==> src/rtl/motion_scaler_pkg.sv <==
// Register map, field layout and reset values for the motion current scaler
package motion_scaler_pkg;
    // ------------------------------------------------------------------
    // Bus geometry: byte address is four times the register index
    // ------------------------------------------------------------------
    localparam int ADDR_W = 9;
    localparam int IDX_W = 7;
    localparam logic [IDX_W-1:0] IDX_CONFIG = 7'h05;
    localparam logic [IDX_W-1:0] IDX_SCALES = 7'h06;
    localparam logic [IDX_W-1:0] IDX_STANDBY = 7'h15;
    localparam logic [IDX_W-1:0] IDX_COAST = 7'h16;
    localparam logic [IDX_W-1:0] IDX_THRESH = 7'h17;
    localparam logic [IDX_W-1:0] IDX_UP = 7'h18;
    localparam logic [IDX_W-1:0] IDX_HOLD = 7'h19;
    localparam logic [IDX_W-1:0] IDX_DOWN = 7'h1A;
    localparam logic [IDX_W-1:0] IDX_BOOST = 7'h1B;
    localparam logic [IDX_W-1:0] IDX_LEVEL = 7'h7C;
    localparam logic [IDX_W-1:0] IDX_STATUS = 7'h7D;

    // ------------------------------------------------------------------
    // current_scaling_config bits
    // ------------------------------------------------------------------
    localparam int CFG_HOLD_EN = 0;
    localparam int CFG_DRV_EN = 1;
    localparam int CFG_DRV2_EN = 2;
    localparam int CFG_BST_START = 3;
    localparam int CFG_BST_ACC = 4;
    localparam int CFG_BST_DEC = 5;
    localparam int CFG_COAST_EN = 6;

    // ------------------------------------------------------------------
    // scale_value_set fields (low bit of each 8-bit field)
    // ------------------------------------------------------------------
    localparam int SCL_BOOST_LSB = 0;
    localparam int SCL_DRV1_LSB = 8;
    localparam int SCL_DRV2_LSB = 16;
    localparam int SCL_HOLD_LSB = 24;

    // ------------------------------------------------------------------
    // Status register fields
    // ------------------------------------------------------------------
    localparam int ST_PHASE_LSB = 0;
    localparam int ST_HOLD = 2;
    localparam int ST_COAST = 3;
    localparam int ST_BOOST = 4;
    localparam int ST_TARGET_LSB = 8;

    // ------------------------------------------------------------------
    // Reset values and codes
    // ------------------------------------------------------------------
    localparam logic [31:0] CONFIG_RST = 32'h0000_0000;
    localparam logic [31:0] SCALES_RST = 32'hFFFF_FFFF;
    localparam logic [31:0] DELAY_RST = 32'h0000_0000;
    localparam logic [31:0] THRESH_RST = 32'h0000_0000;
    localparam logic [7:0] FULL_SCALE = 8'hFF;
    localparam logic [1:0] PH_CONST = 2'h0;
    localparam logic [1:0] PH_ACC = 2'h1;
    localparam logic [1:0] PH_DEC = 2'h2;
    localparam logic [1:0] RESP_OKAY = 2'h0;
    localparam logic [1:0] RESP_SLVERR = 2'h2;
endpackage : motion_scaler_pkg

==> src/rtl/motion_current_scaler.sv <==
// Motion current scaler: target selection, smooth level ramp, AXI4-Lite registers
//
// Added by the designer: the AXI4-Lite slave port.
`timescale 1ns/1ns
`default_nettype none
module motion_current_scaler (
    input wire logic mclk_i,
    input wire logic reset_n_i,
    input wire logic signed [31:0] ramp_velocity_now_i,
    input wire logic signed [8:0] coil_a_i,
    input wire logic signed [8:0] coil_b_i,
    output logic signed [8:0] coil_a_scaled_o,
    output logic signed [8:0] coil_b_scaled_o,
    output logic [7:0] actual_scale_level_o,
    output logic [1:0] ramp_phase_o,
    output logic hold_active_o,
    output logic coast_active_o,
    input wire logic [motion_scaler_pkg::ADDR_W-1:0] s_axi_awaddr_i,
    input wire logic s_axi_awvalid_i,
    output logic s_axi_awready_o,
    input wire logic [31:0] s_axi_wdata_i,
    input wire logic [3:0] s_axi_wstrb_i,
    input wire logic s_axi_wvalid_i,
    output logic s_axi_wready_o,
    output logic [1:0] s_axi_bresp_o,
    output logic s_axi_bvalid_o,
    input wire logic s_axi_bready_i,
    input wire logic [motion_scaler_pkg::ADDR_W-1:0] s_axi_araddr_i,
    input wire logic s_axi_arvalid_i,
    output logic s_axi_arready_o,
    output logic [31:0] s_axi_rdata_o,
    output logic [1:0] s_axi_rresp_o,
    output logic s_axi_rvalid_o,
    input wire logic s_axi_rready_i
);
    import motion_scaler_pkg::*;

    // ------------------------------------------------------------------
    // Register bus
    // ------------------------------------------------------------------
    logic [31:0] cfg_ff, nxt_cfg, scl_ff, nxt_scl, stby_ff, nxt_stby, coast_ff, nxt_coast;
    logic [31:0] thr_ff, nxt_thr, up_ff, nxt_up, hold_ff, nxt_hold, down_ff, nxt_down;
    logic [31:0] bst_ff, nxt_bst, wdata_ff, nxt_wdata, rdata_ff, nxt_rdata;
    logic [3:0] wstrb_ff, nxt_wstrb;
    logic [ADDR_W-1:0] waddr_ff, nxt_waddr;
    logic awready_ff, nxt_awready, wready_ff, nxt_wready, bvalid_ff, nxt_bvalid;
    logic arready_ff, nxt_arready, rvalid_ff, nxt_rvalid;
    logic [1:0] bresp_ff, nxt_bresp, rresp_ff, nxt_rresp;
    logic [31:0] status_word;
    logic [7:0] target_ff, nxt_target, level_ff, nxt_level;

    function automatic logic [31:0] merge(input logic [31:0] old, input logic [31:0] wd,
                                          input logic [3:0] st);
        logic [31:0] res;
        res = old;
        for (int i = 0; i < 4; i++) begin
            res[i*8 +: 8] = st[i] ? wd[i*8 +: 8] : old[i*8 +: 8];
        end
        return res;
    endfunction : merge

    always_comb begin
        {nxt_cfg, nxt_scl, nxt_stby, nxt_coast, nxt_thr, nxt_up, nxt_hold, nxt_down, nxt_bst} =
            {cfg_ff, scl_ff, stby_ff, coast_ff, thr_ff, up_ff, hold_ff, down_ff, bst_ff};
        {nxt_waddr, nxt_wdata, nxt_wstrb, nxt_rdata} = {waddr_ff, wdata_ff, wstrb_ff, rdata_ff};
        {nxt_awready, nxt_wready, nxt_bvalid, nxt_arready, nxt_rvalid} =
            {awready_ff, wready_ff, bvalid_ff, arready_ff, rvalid_ff};
        {nxt_bresp, nxt_rresp} = {bresp_ff, rresp_ff};
        // Address and data are latched separately so either may come first
        if (s_axi_awvalid_i && awready_ff) begin
            nxt_awready = 1'b0;
            nxt_waddr = s_axi_awaddr_i;
        end
        if (s_axi_wvalid_i && wready_ff) begin
            nxt_wready = 1'b0;
            nxt_wdata = s_axi_wdata_i;
            nxt_wstrb = s_axi_wstrb_i;
        end
        if (!awready_ff && !wready_ff && !bvalid_ff) begin
            nxt_bvalid = 1'b1;
            nxt_bresp = RESP_OKAY;
            case (waddr_ff[ADDR_W-1:2])
                IDX_CONFIG: nxt_cfg = merge(cfg_ff, wdata_ff, wstrb_ff);
                IDX_SCALES: nxt_scl = merge(scl_ff, wdata_ff, wstrb_ff);
                IDX_STANDBY: nxt_stby = merge(stby_ff, wdata_ff, wstrb_ff);
                IDX_COAST: nxt_coast = merge(coast_ff, wdata_ff, wstrb_ff);
                IDX_THRESH: nxt_thr = merge(thr_ff, wdata_ff, wstrb_ff);
                IDX_UP: nxt_up = merge(up_ff, wdata_ff, wstrb_ff);
                IDX_HOLD: nxt_hold = merge(hold_ff, wdata_ff, wstrb_ff);
                IDX_DOWN: nxt_down = merge(down_ff, wdata_ff, wstrb_ff);
                IDX_BOOST: nxt_bst = merge(bst_ff, wdata_ff, wstrb_ff);
                IDX_LEVEL, IDX_STATUS: nxt_bresp = RESP_OKAY;
                default: nxt_bresp = RESP_SLVERR;
            endcase
        end
        if (bvalid_ff && s_axi_bready_i) begin
            nxt_bvalid = 1'b0;
            nxt_awready = 1'b1;
            nxt_wready = 1'b1;
        end
        if (s_axi_arvalid_i && arready_ff) begin
            nxt_arready = 1'b0;
            nxt_rvalid = 1'b1;
            nxt_rresp = RESP_OKAY;
            case (s_axi_araddr_i[ADDR_W-1:2])
                IDX_CONFIG: nxt_rdata = cfg_ff;
                IDX_SCALES: nxt_rdata = scl_ff;
                IDX_STANDBY: nxt_rdata = stby_ff;
                IDX_COAST: nxt_rdata = coast_ff;
                IDX_THRESH: nxt_rdata = thr_ff;
                IDX_UP: nxt_rdata = up_ff;
                IDX_HOLD: nxt_rdata = hold_ff;
                IDX_DOWN: nxt_rdata = down_ff;
                IDX_BOOST: nxt_rdata = bst_ff;
                IDX_LEVEL: nxt_rdata = {24'h00_0000, level_ff};
                IDX_STATUS: nxt_rdata = status_word;
                default: begin
                    nxt_rdata = 32'h0000_0000;
                    nxt_rresp = RESP_SLVERR;
                end
            endcase
        end
        if (rvalid_ff && s_axi_rready_i) begin
            nxt_rvalid = 1'b0;
            nxt_arready = 1'b1;
        end
    end

    always_ff @(posedge mclk_i or negedge reset_n_i) begin
        if (!reset_n_i) begin
            {cfg_ff, scl_ff, thr_ff} <= {CONFIG_RST, SCALES_RST, THRESH_RST};
            {stby_ff, coast_ff, up_ff, hold_ff, down_ff, bst_ff} <= {6{DELAY_RST}};
            {waddr_ff, wdata_ff, wstrb_ff, rdata_ff} <= '0;
            {awready_ff, wready_ff, arready_ff} <= 3'h7;
            {bvalid_ff, rvalid_ff} <= 2'h0;
            {bresp_ff, rresp_ff} <= {RESP_OKAY, RESP_OKAY};
        end else begin
            {cfg_ff, scl_ff, thr_ff} <= {nxt_cfg, nxt_scl, nxt_thr};
            {stby_ff, coast_ff, up_ff} <= {nxt_stby, nxt_coast, nxt_up};
            {hold_ff, down_ff, bst_ff} <= {nxt_hold, nxt_down, nxt_bst};
            {waddr_ff, wdata_ff, wstrb_ff, rdata_ff} <= {nxt_waddr, nxt_wdata, nxt_wstrb, nxt_rdata};
            {awready_ff, wready_ff, bvalid_ff, arready_ff, rvalid_ff} <=
                {nxt_awready, nxt_wready, nxt_bvalid, nxt_arready, nxt_rvalid};
            {bresp_ff, rresp_ff} <= {nxt_bresp, nxt_rresp};
        end
    end

    // ------------------------------------------------------------------
    // Ramp watch, timers and target selection
    // ------------------------------------------------------------------
    logic signed [31:0] prev_v_ff;
    logic [31:0] abs_v, prev_abs, boost_cnt_ff, nxt_boost_cnt, stby_cnt_ff, nxt_stby_cnt;
    logic [31:0] coast_cnt_ff, nxt_coast_cnt;
    logic [1:0] phase_ff, nxt_phase;
    logic hold_on_ff, nxt_hold_on, coast_on_ff, nxt_coast_on;
    logic moving, start_evt, flip, boost_any, fast;

    assign abs_v = ramp_velocity_now_i[31] ? 32'(-ramp_velocity_now_i) : ramp_velocity_now_i;
    assign prev_abs = prev_v_ff[31] ? 32'(-prev_v_ff) : prev_v_ff;
    assign moving = ramp_velocity_now_i != 32'h0000_0000;
    assign start_evt = moving && prev_v_ff == 32'h0000_0000;
    assign flip = moving && prev_v_ff != 32'h0000_0000 && prev_v_ff[31] != ramp_velocity_now_i[31];
    assign fast = cfg_ff[CFG_DRV2_EN] && abs_v > thr_ff;
    assign boost_any = boost_cnt_ff != 32'h0000_0000
        || (cfg_ff[CFG_BST_ACC] && nxt_phase == PH_ACC)
        || (cfg_ff[CFG_BST_DEC] && nxt_phase == PH_DEC);

    always_comb begin
        nxt_phase = PH_CONST;
        if (start_evt || flip) begin
            nxt_phase = PH_ACC;
        end else if (moving && abs_v > prev_abs) begin
            nxt_phase = PH_ACC;
        end else if (moving && abs_v < prev_abs) begin
            nxt_phase = PH_DEC;
        end
        nxt_boost_cnt = 32'h0000_0000;
        if (start_evt && cfg_ff[CFG_BST_START]) begin
            nxt_boost_cnt = bst_ff;
        end else if (moving && boost_cnt_ff != 32'h0000_0000) begin
            nxt_boost_cnt = boost_cnt_ff - 32'h0000_0001;
        end
        nxt_stby_cnt = stby_cnt_ff;
        nxt_coast_cnt = coast_cnt_ff;
        nxt_hold_on = hold_on_ff;
        nxt_coast_on = coast_on_ff;
        if (moving) begin
            nxt_stby_cnt = stby_ff;
            nxt_coast_cnt = coast_ff;
            nxt_hold_on = 1'b0;
            nxt_coast_on = 1'b0;
        end else if (!hold_on_ff) begin
            if (stby_cnt_ff == 32'h0000_0000) begin
                nxt_hold_on = 1'b1;
            end else begin
                nxt_stby_cnt = stby_cnt_ff - 32'h0000_0001;
            end
        end else if (coast_cnt_ff != 32'h0000_0000) begin
            nxt_coast_cnt = coast_cnt_ff - 32'h0000_0001;
        end else begin
            nxt_coast_on = cfg_ff[CFG_COAST_EN];
        end
        // Before standby expires the last motion target is kept
        nxt_target = target_ff;
        if (moving) begin
            if (boost_any) begin
                nxt_target = scl_ff[SCL_BOOST_LSB +: 8];
            end else if (cfg_ff[CFG_DRV_EN]) begin
                nxt_target = fast ? scl_ff[SCL_DRV2_LSB +: 8] : scl_ff[SCL_DRV1_LSB +: 8];
            end else begin
                nxt_target = FULL_SCALE;
            end
        end else if (hold_on_ff) begin
            nxt_target = cfg_ff[CFG_HOLD_EN] ? scl_ff[SCL_HOLD_LSB +: 8] : FULL_SCALE;
        end
    end

    // ------------------------------------------------------------------
    // Level ramp toward the target
    // ------------------------------------------------------------------
    logic [31:0] step_cnt_ff, nxt_step_cnt, dly;
    logic hold_phase;
    logic signed [18:0] prod_a, prod_b;
    logic signed [8:0] out_a_ff, out_b_ff;

    assign hold_phase = hold_on_ff && cfg_ff[CFG_HOLD_EN];
    assign dly = target_ff > level_ff ? up_ff : (hold_phase ? hold_ff : down_ff);

    always_comb begin
        nxt_level = level_ff;
        nxt_step_cnt = 32'h0000_0000;
        if (level_ff == target_ff) begin
            nxt_step_cnt = 32'h0000_0000;
        end else if (dly == 32'h0000_0000) begin
            nxt_level = target_ff;
        end else if (step_cnt_ff >= dly - 32'h0000_0001) begin
            // Comparing with >= lets a shorter new delay take effect at once
            nxt_level = target_ff > level_ff ? level_ff + 8'h01 : level_ff - 8'h01;
        end else begin
            nxt_step_cnt = step_cnt_ff + 32'h0000_0001;
        end
    end

    assign prod_a = coil_a_i * $signed({1'b0, {1'b0, level_ff} + 9'h001});
    assign prod_b = coil_b_i * $signed({1'b0, {1'b0, level_ff} + 9'h001});

    always_ff @(posedge mclk_i or negedge reset_n_i) begin
        if (!reset_n_i) begin
            {prev_v_ff, boost_cnt_ff, stby_cnt_ff, coast_cnt_ff, step_cnt_ff} <= '0;
            {phase_ff, hold_on_ff, coast_on_ff} <= {PH_CONST, 2'h0};
            {target_ff, level_ff} <= {FULL_SCALE, FULL_SCALE};
            {out_a_ff, out_b_ff} <= '0;
        end else begin
            prev_v_ff <= ramp_velocity_now_i;
            phase_ff <= nxt_phase;
            boost_cnt_ff <= nxt_boost_cnt;
            stby_cnt_ff <= nxt_stby_cnt;
            coast_cnt_ff <= nxt_coast_cnt;
            hold_on_ff <= nxt_hold_on;
            coast_on_ff <= nxt_coast_on;
            target_ff <= nxt_target;
            level_ff <= nxt_level;
            step_cnt_ff <= nxt_step_cnt;
            out_a_ff <= coast_on_ff ? 9'sh000 : prod_a[16:8];
            out_b_ff <= coast_on_ff ? 9'sh000 : prod_b[16:8];
        end
    end

    assign status_word = {16'h0000, target_ff, 3'h0, boost_cnt_ff != 32'h0000_0000,
                          coast_on_ff, hold_on_ff, phase_ff};
    assign coil_a_scaled_o = out_a_ff;
    assign coil_b_scaled_o = out_b_ff;
    assign actual_scale_level_o = level_ff;
    assign ramp_phase_o = phase_ff;
    assign hold_active_o = hold_on_ff;
    assign coast_active_o = coast_on_ff;
    assign s_axi_awready_o = awready_ff;
    assign s_axi_wready_o = wready_ff;
    assign s_axi_bvalid_o = bvalid_ff;
    assign s_axi_bresp_o = bresp_ff;
    assign s_axi_arready_o = arready_ff;
    assign s_axi_rvalid_o = rvalid_ff;
    assign s_axi_rresp_o = rresp_ff;
    assign s_axi_rdata_o = rdata_ff;
endmodule : motion_current_scaler
`default_nettype wire

==> config.mk <==
export PLATFORM = sky130hd
export DESIGN_NAME = motion_current_scaler
export DESIGN_NICKNAME = d
export VERILOG_FILES = /design/src/rtl/motion_scaler_pkg.sv /design/src/rtl/motion_current_scaler.sv
export SDC_FILE = /design/constraint.sdc
export NUM_CORES = 2
export LEC_CHECK = 0
export BUFFER_PORTS_ARGS = -buffer_cell sky130_fd_sc_hd__buf_2
export CAP_MARGIN = 20
export CORE_ASPECT_RATIO = 0.75
export CORE_MARGIN = 2
export CORE_UTILIZATION = 57
export DETAILED_ROUTE_END_ITERATION = 16
export PLACE_DENSITY = 0.78
export SKIP_LAST_GASP = 1
export SLEW_MARGIN = 20
export SYNTH_ARGS = -nofsm -noshare
export SYNTH_HDL_FRONTEND = slang
export SYNTH_SLANG_ARGS = --single-unit
==> constraint.sdc <==
create_clock -name mclk_i -period 5.9 [get_ports mclk_i]
set_clock_uncertainty 0.1 [all_clocks]
set_input_delay 0.885 -clock mclk_i [delete_from_list [all_inputs] [get_ports mclk_i]]
set_output_delay 0.885 -clock mclk_i [all_outputs]
set_load 0.005 [all_outputs]
==> metrics list <==
* Status: completed
- The mapped netlist covers 35440 um2.
* Kind of cell adding the most delay to the critical path: adder cells
* Number of library cell types mapped by synthesis: 85
- Yosys warns: 0
* CTS tree: done
- The final max-slew violation count came to 0.
- RePlAce Congestion: 0.9856
- Clk buf depth: 3
* Hold_buf cts: 0
* Async SR Flop Fraction: 100.0%
- The floorplan step defined a die boundary enclosing 64210 um2.
- Most common cell after layout, fill and taps aside: dfrtp_1
- The clock reaches the later pin of the worst-skew pair after 0.68 ns.
- TritonCTS created 57 clock buffers.
- Entering global routing, the biggest net connects 167 pins.
* Synthesis-stage register bit count: 568
- Data arrival, critical path: 6.25 ns
- Synthesized netlist cell count: 3454
- Post-route antenna net violation count: 0
- The portion of synthesized area spent on multiplexers is 11.95%.
- Number of clock sinks seen by CTS: 568
- Number of global-route vias before repair: 27850
- STA classifies the critical path endpoint as a flip-flop.
* Nets@finish: 4048
- Combined area of the multi-input logic cells: 20100 um2
- Cells with a size suffix above 1 make up 23.65% of the layout.
- Of the available clock period, the critical path in the final layout requires 98.63%.
- The cell sitting at the root of the clock tree is a clkbuf_16.
* H-tree level count: 2
* Placed inst area: 37710 um2
- Die outline height: 220.0 um
- For this run, the leading register cell type out of synthesis is dfrtp_1.
- The first TritonRoute pass finished after 8 iterations.
- Count of final setup violators: 0
- Number of placed I/O pins: 182
- Across every metal layer, demand over resource in global routing totals 33.76%.
- Buffers plus inverters on the worst setup path: 2
- Post-layout minimum cycle time: 5.819 ns
- Setup CP Type: flip-flop to flip-flop
* Area growth from synthesis to final layout: 12.95%
- Count of max-cap constraint violations: 0
- For this run, the top clock speed supported by timing is 171.9 MHz.
* Endpoint required time on the critical path: 6.33 ns
* Simple logic cell fraction of the synthesized area: 14.29%
- Slew Limit Headroom: 15.48%
- In this run the horizontal extent of the chip is 291.9 um.
* Sequential element share of the synthesized area: 40.28%
- Number of filler instances in the final layout: 4763
* Via-per-instance ratio: 6.378
* Unrepaired setup endpoints after global routing: true
- Row generation in the floorplan step produced 79 rows.
* Wire length of the first global-routing pass: 166.1 mm
- Cell-by-cell trace of the critical path: and3_4 > nand3_4 > nor3_4 > xnor2_4 > nand2_2 > fa_1 > inv_2 > fa_1 > fa_1 > fa_1 > fa_1 > ha_4 > nor3_4 > a22oi_2 > and3_4 > o31a_1 > o41ai_2 > buf_4 > o21ai_2 > xnor2_1 > nor2_1
- Wire length per cell: 24.08 um
- In this run the mean area of a mapped cell was 10.26 um2.
- Most frequent cells in the layout: dfrtp_1 (517), nand2_1 (385), mux2_2 (343)
- Most common cell on crit path: fa_1
- DRC Markers: 0
* Via count: 28700
* Post-synth EDFFs: 0
- Summed over all layers, the global routing overflow is 0.
* Slew of the pin with the lowest slew margin: 1.263 ns
* Compound-Gate Fraction of Synth Area: 11.16%
* Sequential standard cell area: 14280 um2
- Final routed wirelength across all metal layers: 108.4 mm
* Clock-pin transition on the worst setup and hold timing paths: 0.07 ns
* Xor-xnor portion of the synthesized cell area: 5.659%
* Maximum net fanout on the critical path: 5
* Core Box Area: 61780 um2
- The HPWL after detailed placement is 80.51 mm.
- The first routing iteration left 3535 violations.
* Number of input and output port buffers inserted: 175
* Final hold violation count: 0
- The worst hold path belongs to the class input pin to asynchronous set/reset pin.
- Post-Layout Inst Area: 40030 um2
- Slowest library cell on the worst path: dfstp_2
* Starting density of the core: 57.37%
- Summing the areas of all fa, ha and maj instances in the mapped netlist gives 12.65% of the synthesized area.
- Combinational family with the most area after synthesis: simple AND/OR/NAND/NOR gates
- Initial antenna violation count: 4
* Maximum single-stage delay on the critical path: 0.60 ns
* Startpoint types: flip-flop
-- registers in the layout, indices dropped and copies added, names as in the netlist, 32 cells and up --
register       flops
up_ff             32
prev_v_ff         32
cfg_ff            32
thr_ff            32
down_ff           32
stby_ff           32
s_axi_rdata_o     32
wdata_ff          32
stby_cnt_ff       32
hold_ff           32
coast_ff          32
step_cnt_ff       32
scl_ff            32
boost_cnt_ff      32
coast_cnt_ff      32
bst_ff            32
-- cells by family after synthesis --
logic type	Yosys count
flip-flops	568
AO/OA/AOI/OAI	577
adder cells (fa/ha/maj)	299
other	1
buffers and inverters	365
multiplexers	379
XOR/XNOR	229
AND/OR/NAND/NOR	1036
-- path summary, 6_finish.rpt --
kind	startpoint	endpoint	slack [ns]	cells past startpoint
worst min register to register	s_axi_rdata_o[8]	s_axi_rdata_o[8]	0.40	1
worst min-delay path	reset_n_i	step_cnt_ff[6]	0.13	1
worst max-delay path	actual_scale_level_o[0]	coil_b_scaled_o[8]	0.08	21
min in group mclk_i	ramp_velocity_now_i[20]	prev_v_ff[20]	0.28	1
worst max register to register	actual_scale_level_o[0]	coil_b_scaled_o[8]	0.08	21
max in group asynchronous	reset_n_i	waddr_ff[4]	4.19	2
-- final cells by class --
| class | instances | area share (%) |
|---|---|---|
| Multi-Input combinational cell | 2522 | 50.20 |
| Sequential cell | 568 | 35.67 |
| Timing Repair Buffer | 297 | 4.704 |
| Clock buffer | 85 | 4.201 |
| Tap cell | 810 | 2.532 |
| Inverter | 192 | 1.807 |
| Clock inverter | 23 | 0.8752 |
| Antenna cell | 2 | 0.01250 |
-- synthesized netlist by cell type (23+ instances only) --
library cell / n / area [um2]
and2_1: 46 / 287.8
a21oi_1: 77 / 385.4
nor4_1: 39 / 244.0
buf_1: 49 / 183.9
o31ai_1: 25 / 187.7
clkbuf_1: 112 / 420.4
mux2i_1: 35 / 350.3
a22oi_1: 78 / 585.6
xor2_1: 85 / 744.5
nor2b_1: 23 / 143.9
ha_1: 200 / 2502
fa_1: 99 / 1982
mux2_2: 343 / 3862
nor3_1: 74 / 370.4
nand3_1: 63 / 315.3
o21ai_0: 147 / 735.7
nor2_1: 207 / 777.0
xnor2_1: 144 / 1261
dfstp_2: 51 / 1340
dfrtp_1: 517 / 12940
nand2_1: 388 / 1456
nand4_1: 44 / 275.3
inv_1: 191 / 716.9
a22o_1: 53 / 464.2
a221oi_1: 35 / 306.5
-- worst reg2reg max path: cells and delay by family, from the launching register on --
family | cells | cell delay (ns)
AND/OR/NAND/NOR | 7 | 1.11
adder cells (fa/ha/maj) | 6 | 2.62
flip-flops | 1 | 0.60
buffers and inverters | 2 | 0.23
XOR/XNOR | 2 | 0.38
AO/OA/AOI/OAI | 4 | 0.66
-- layer usage --
metal | global-route usage, % | routed length [um] | up-vias | share of wire, %
met3 | 8.754 | 12190 | 304 | 11
met1 | 47.81 | 45130 | 14110 | 42
met2 | 49.15 | 46110 | 1642 | 43
met5 | 0 | 13 | - | 0.012
met4 | 14.48 | 4914 | 2 | 4.5
li1 | - | - | 12640 | -
-- through the flow --
step / hold WS (ns) / utilization [%] / worst slack [ns] / cells / TNS, ns
2_1_floorplan: 0.3541 / - / -0.1455 / 3455 / -0.3392
3_3_place_gp: 0.3815 / 61.05 / -0.03398 / 4380 / -0.05924
3_5_place_dp: 0.3870 / 61.05 / -0.1590 / 4380 / -0.4965
4_1_cts: 0.1530 / 64.39 / 0.003138 / 4489 / 0
5_1_grt: 0.1909 / 64.79 / -0.2024 / 4497 / -1.316
6_report: 0.1284 / 64.80 / 0.08105 / 4499 / 0
-- repair_timing --
item,4_1_cts,5_1_grt
endpoints found under the setup margin,7,56
resized for setup,6,36
pin swaps,4,17
buffers inserted,1,8
Power is not shown: default switching activity piles up to over one toggle a cycle in this logic, so the estimate is an artifact.
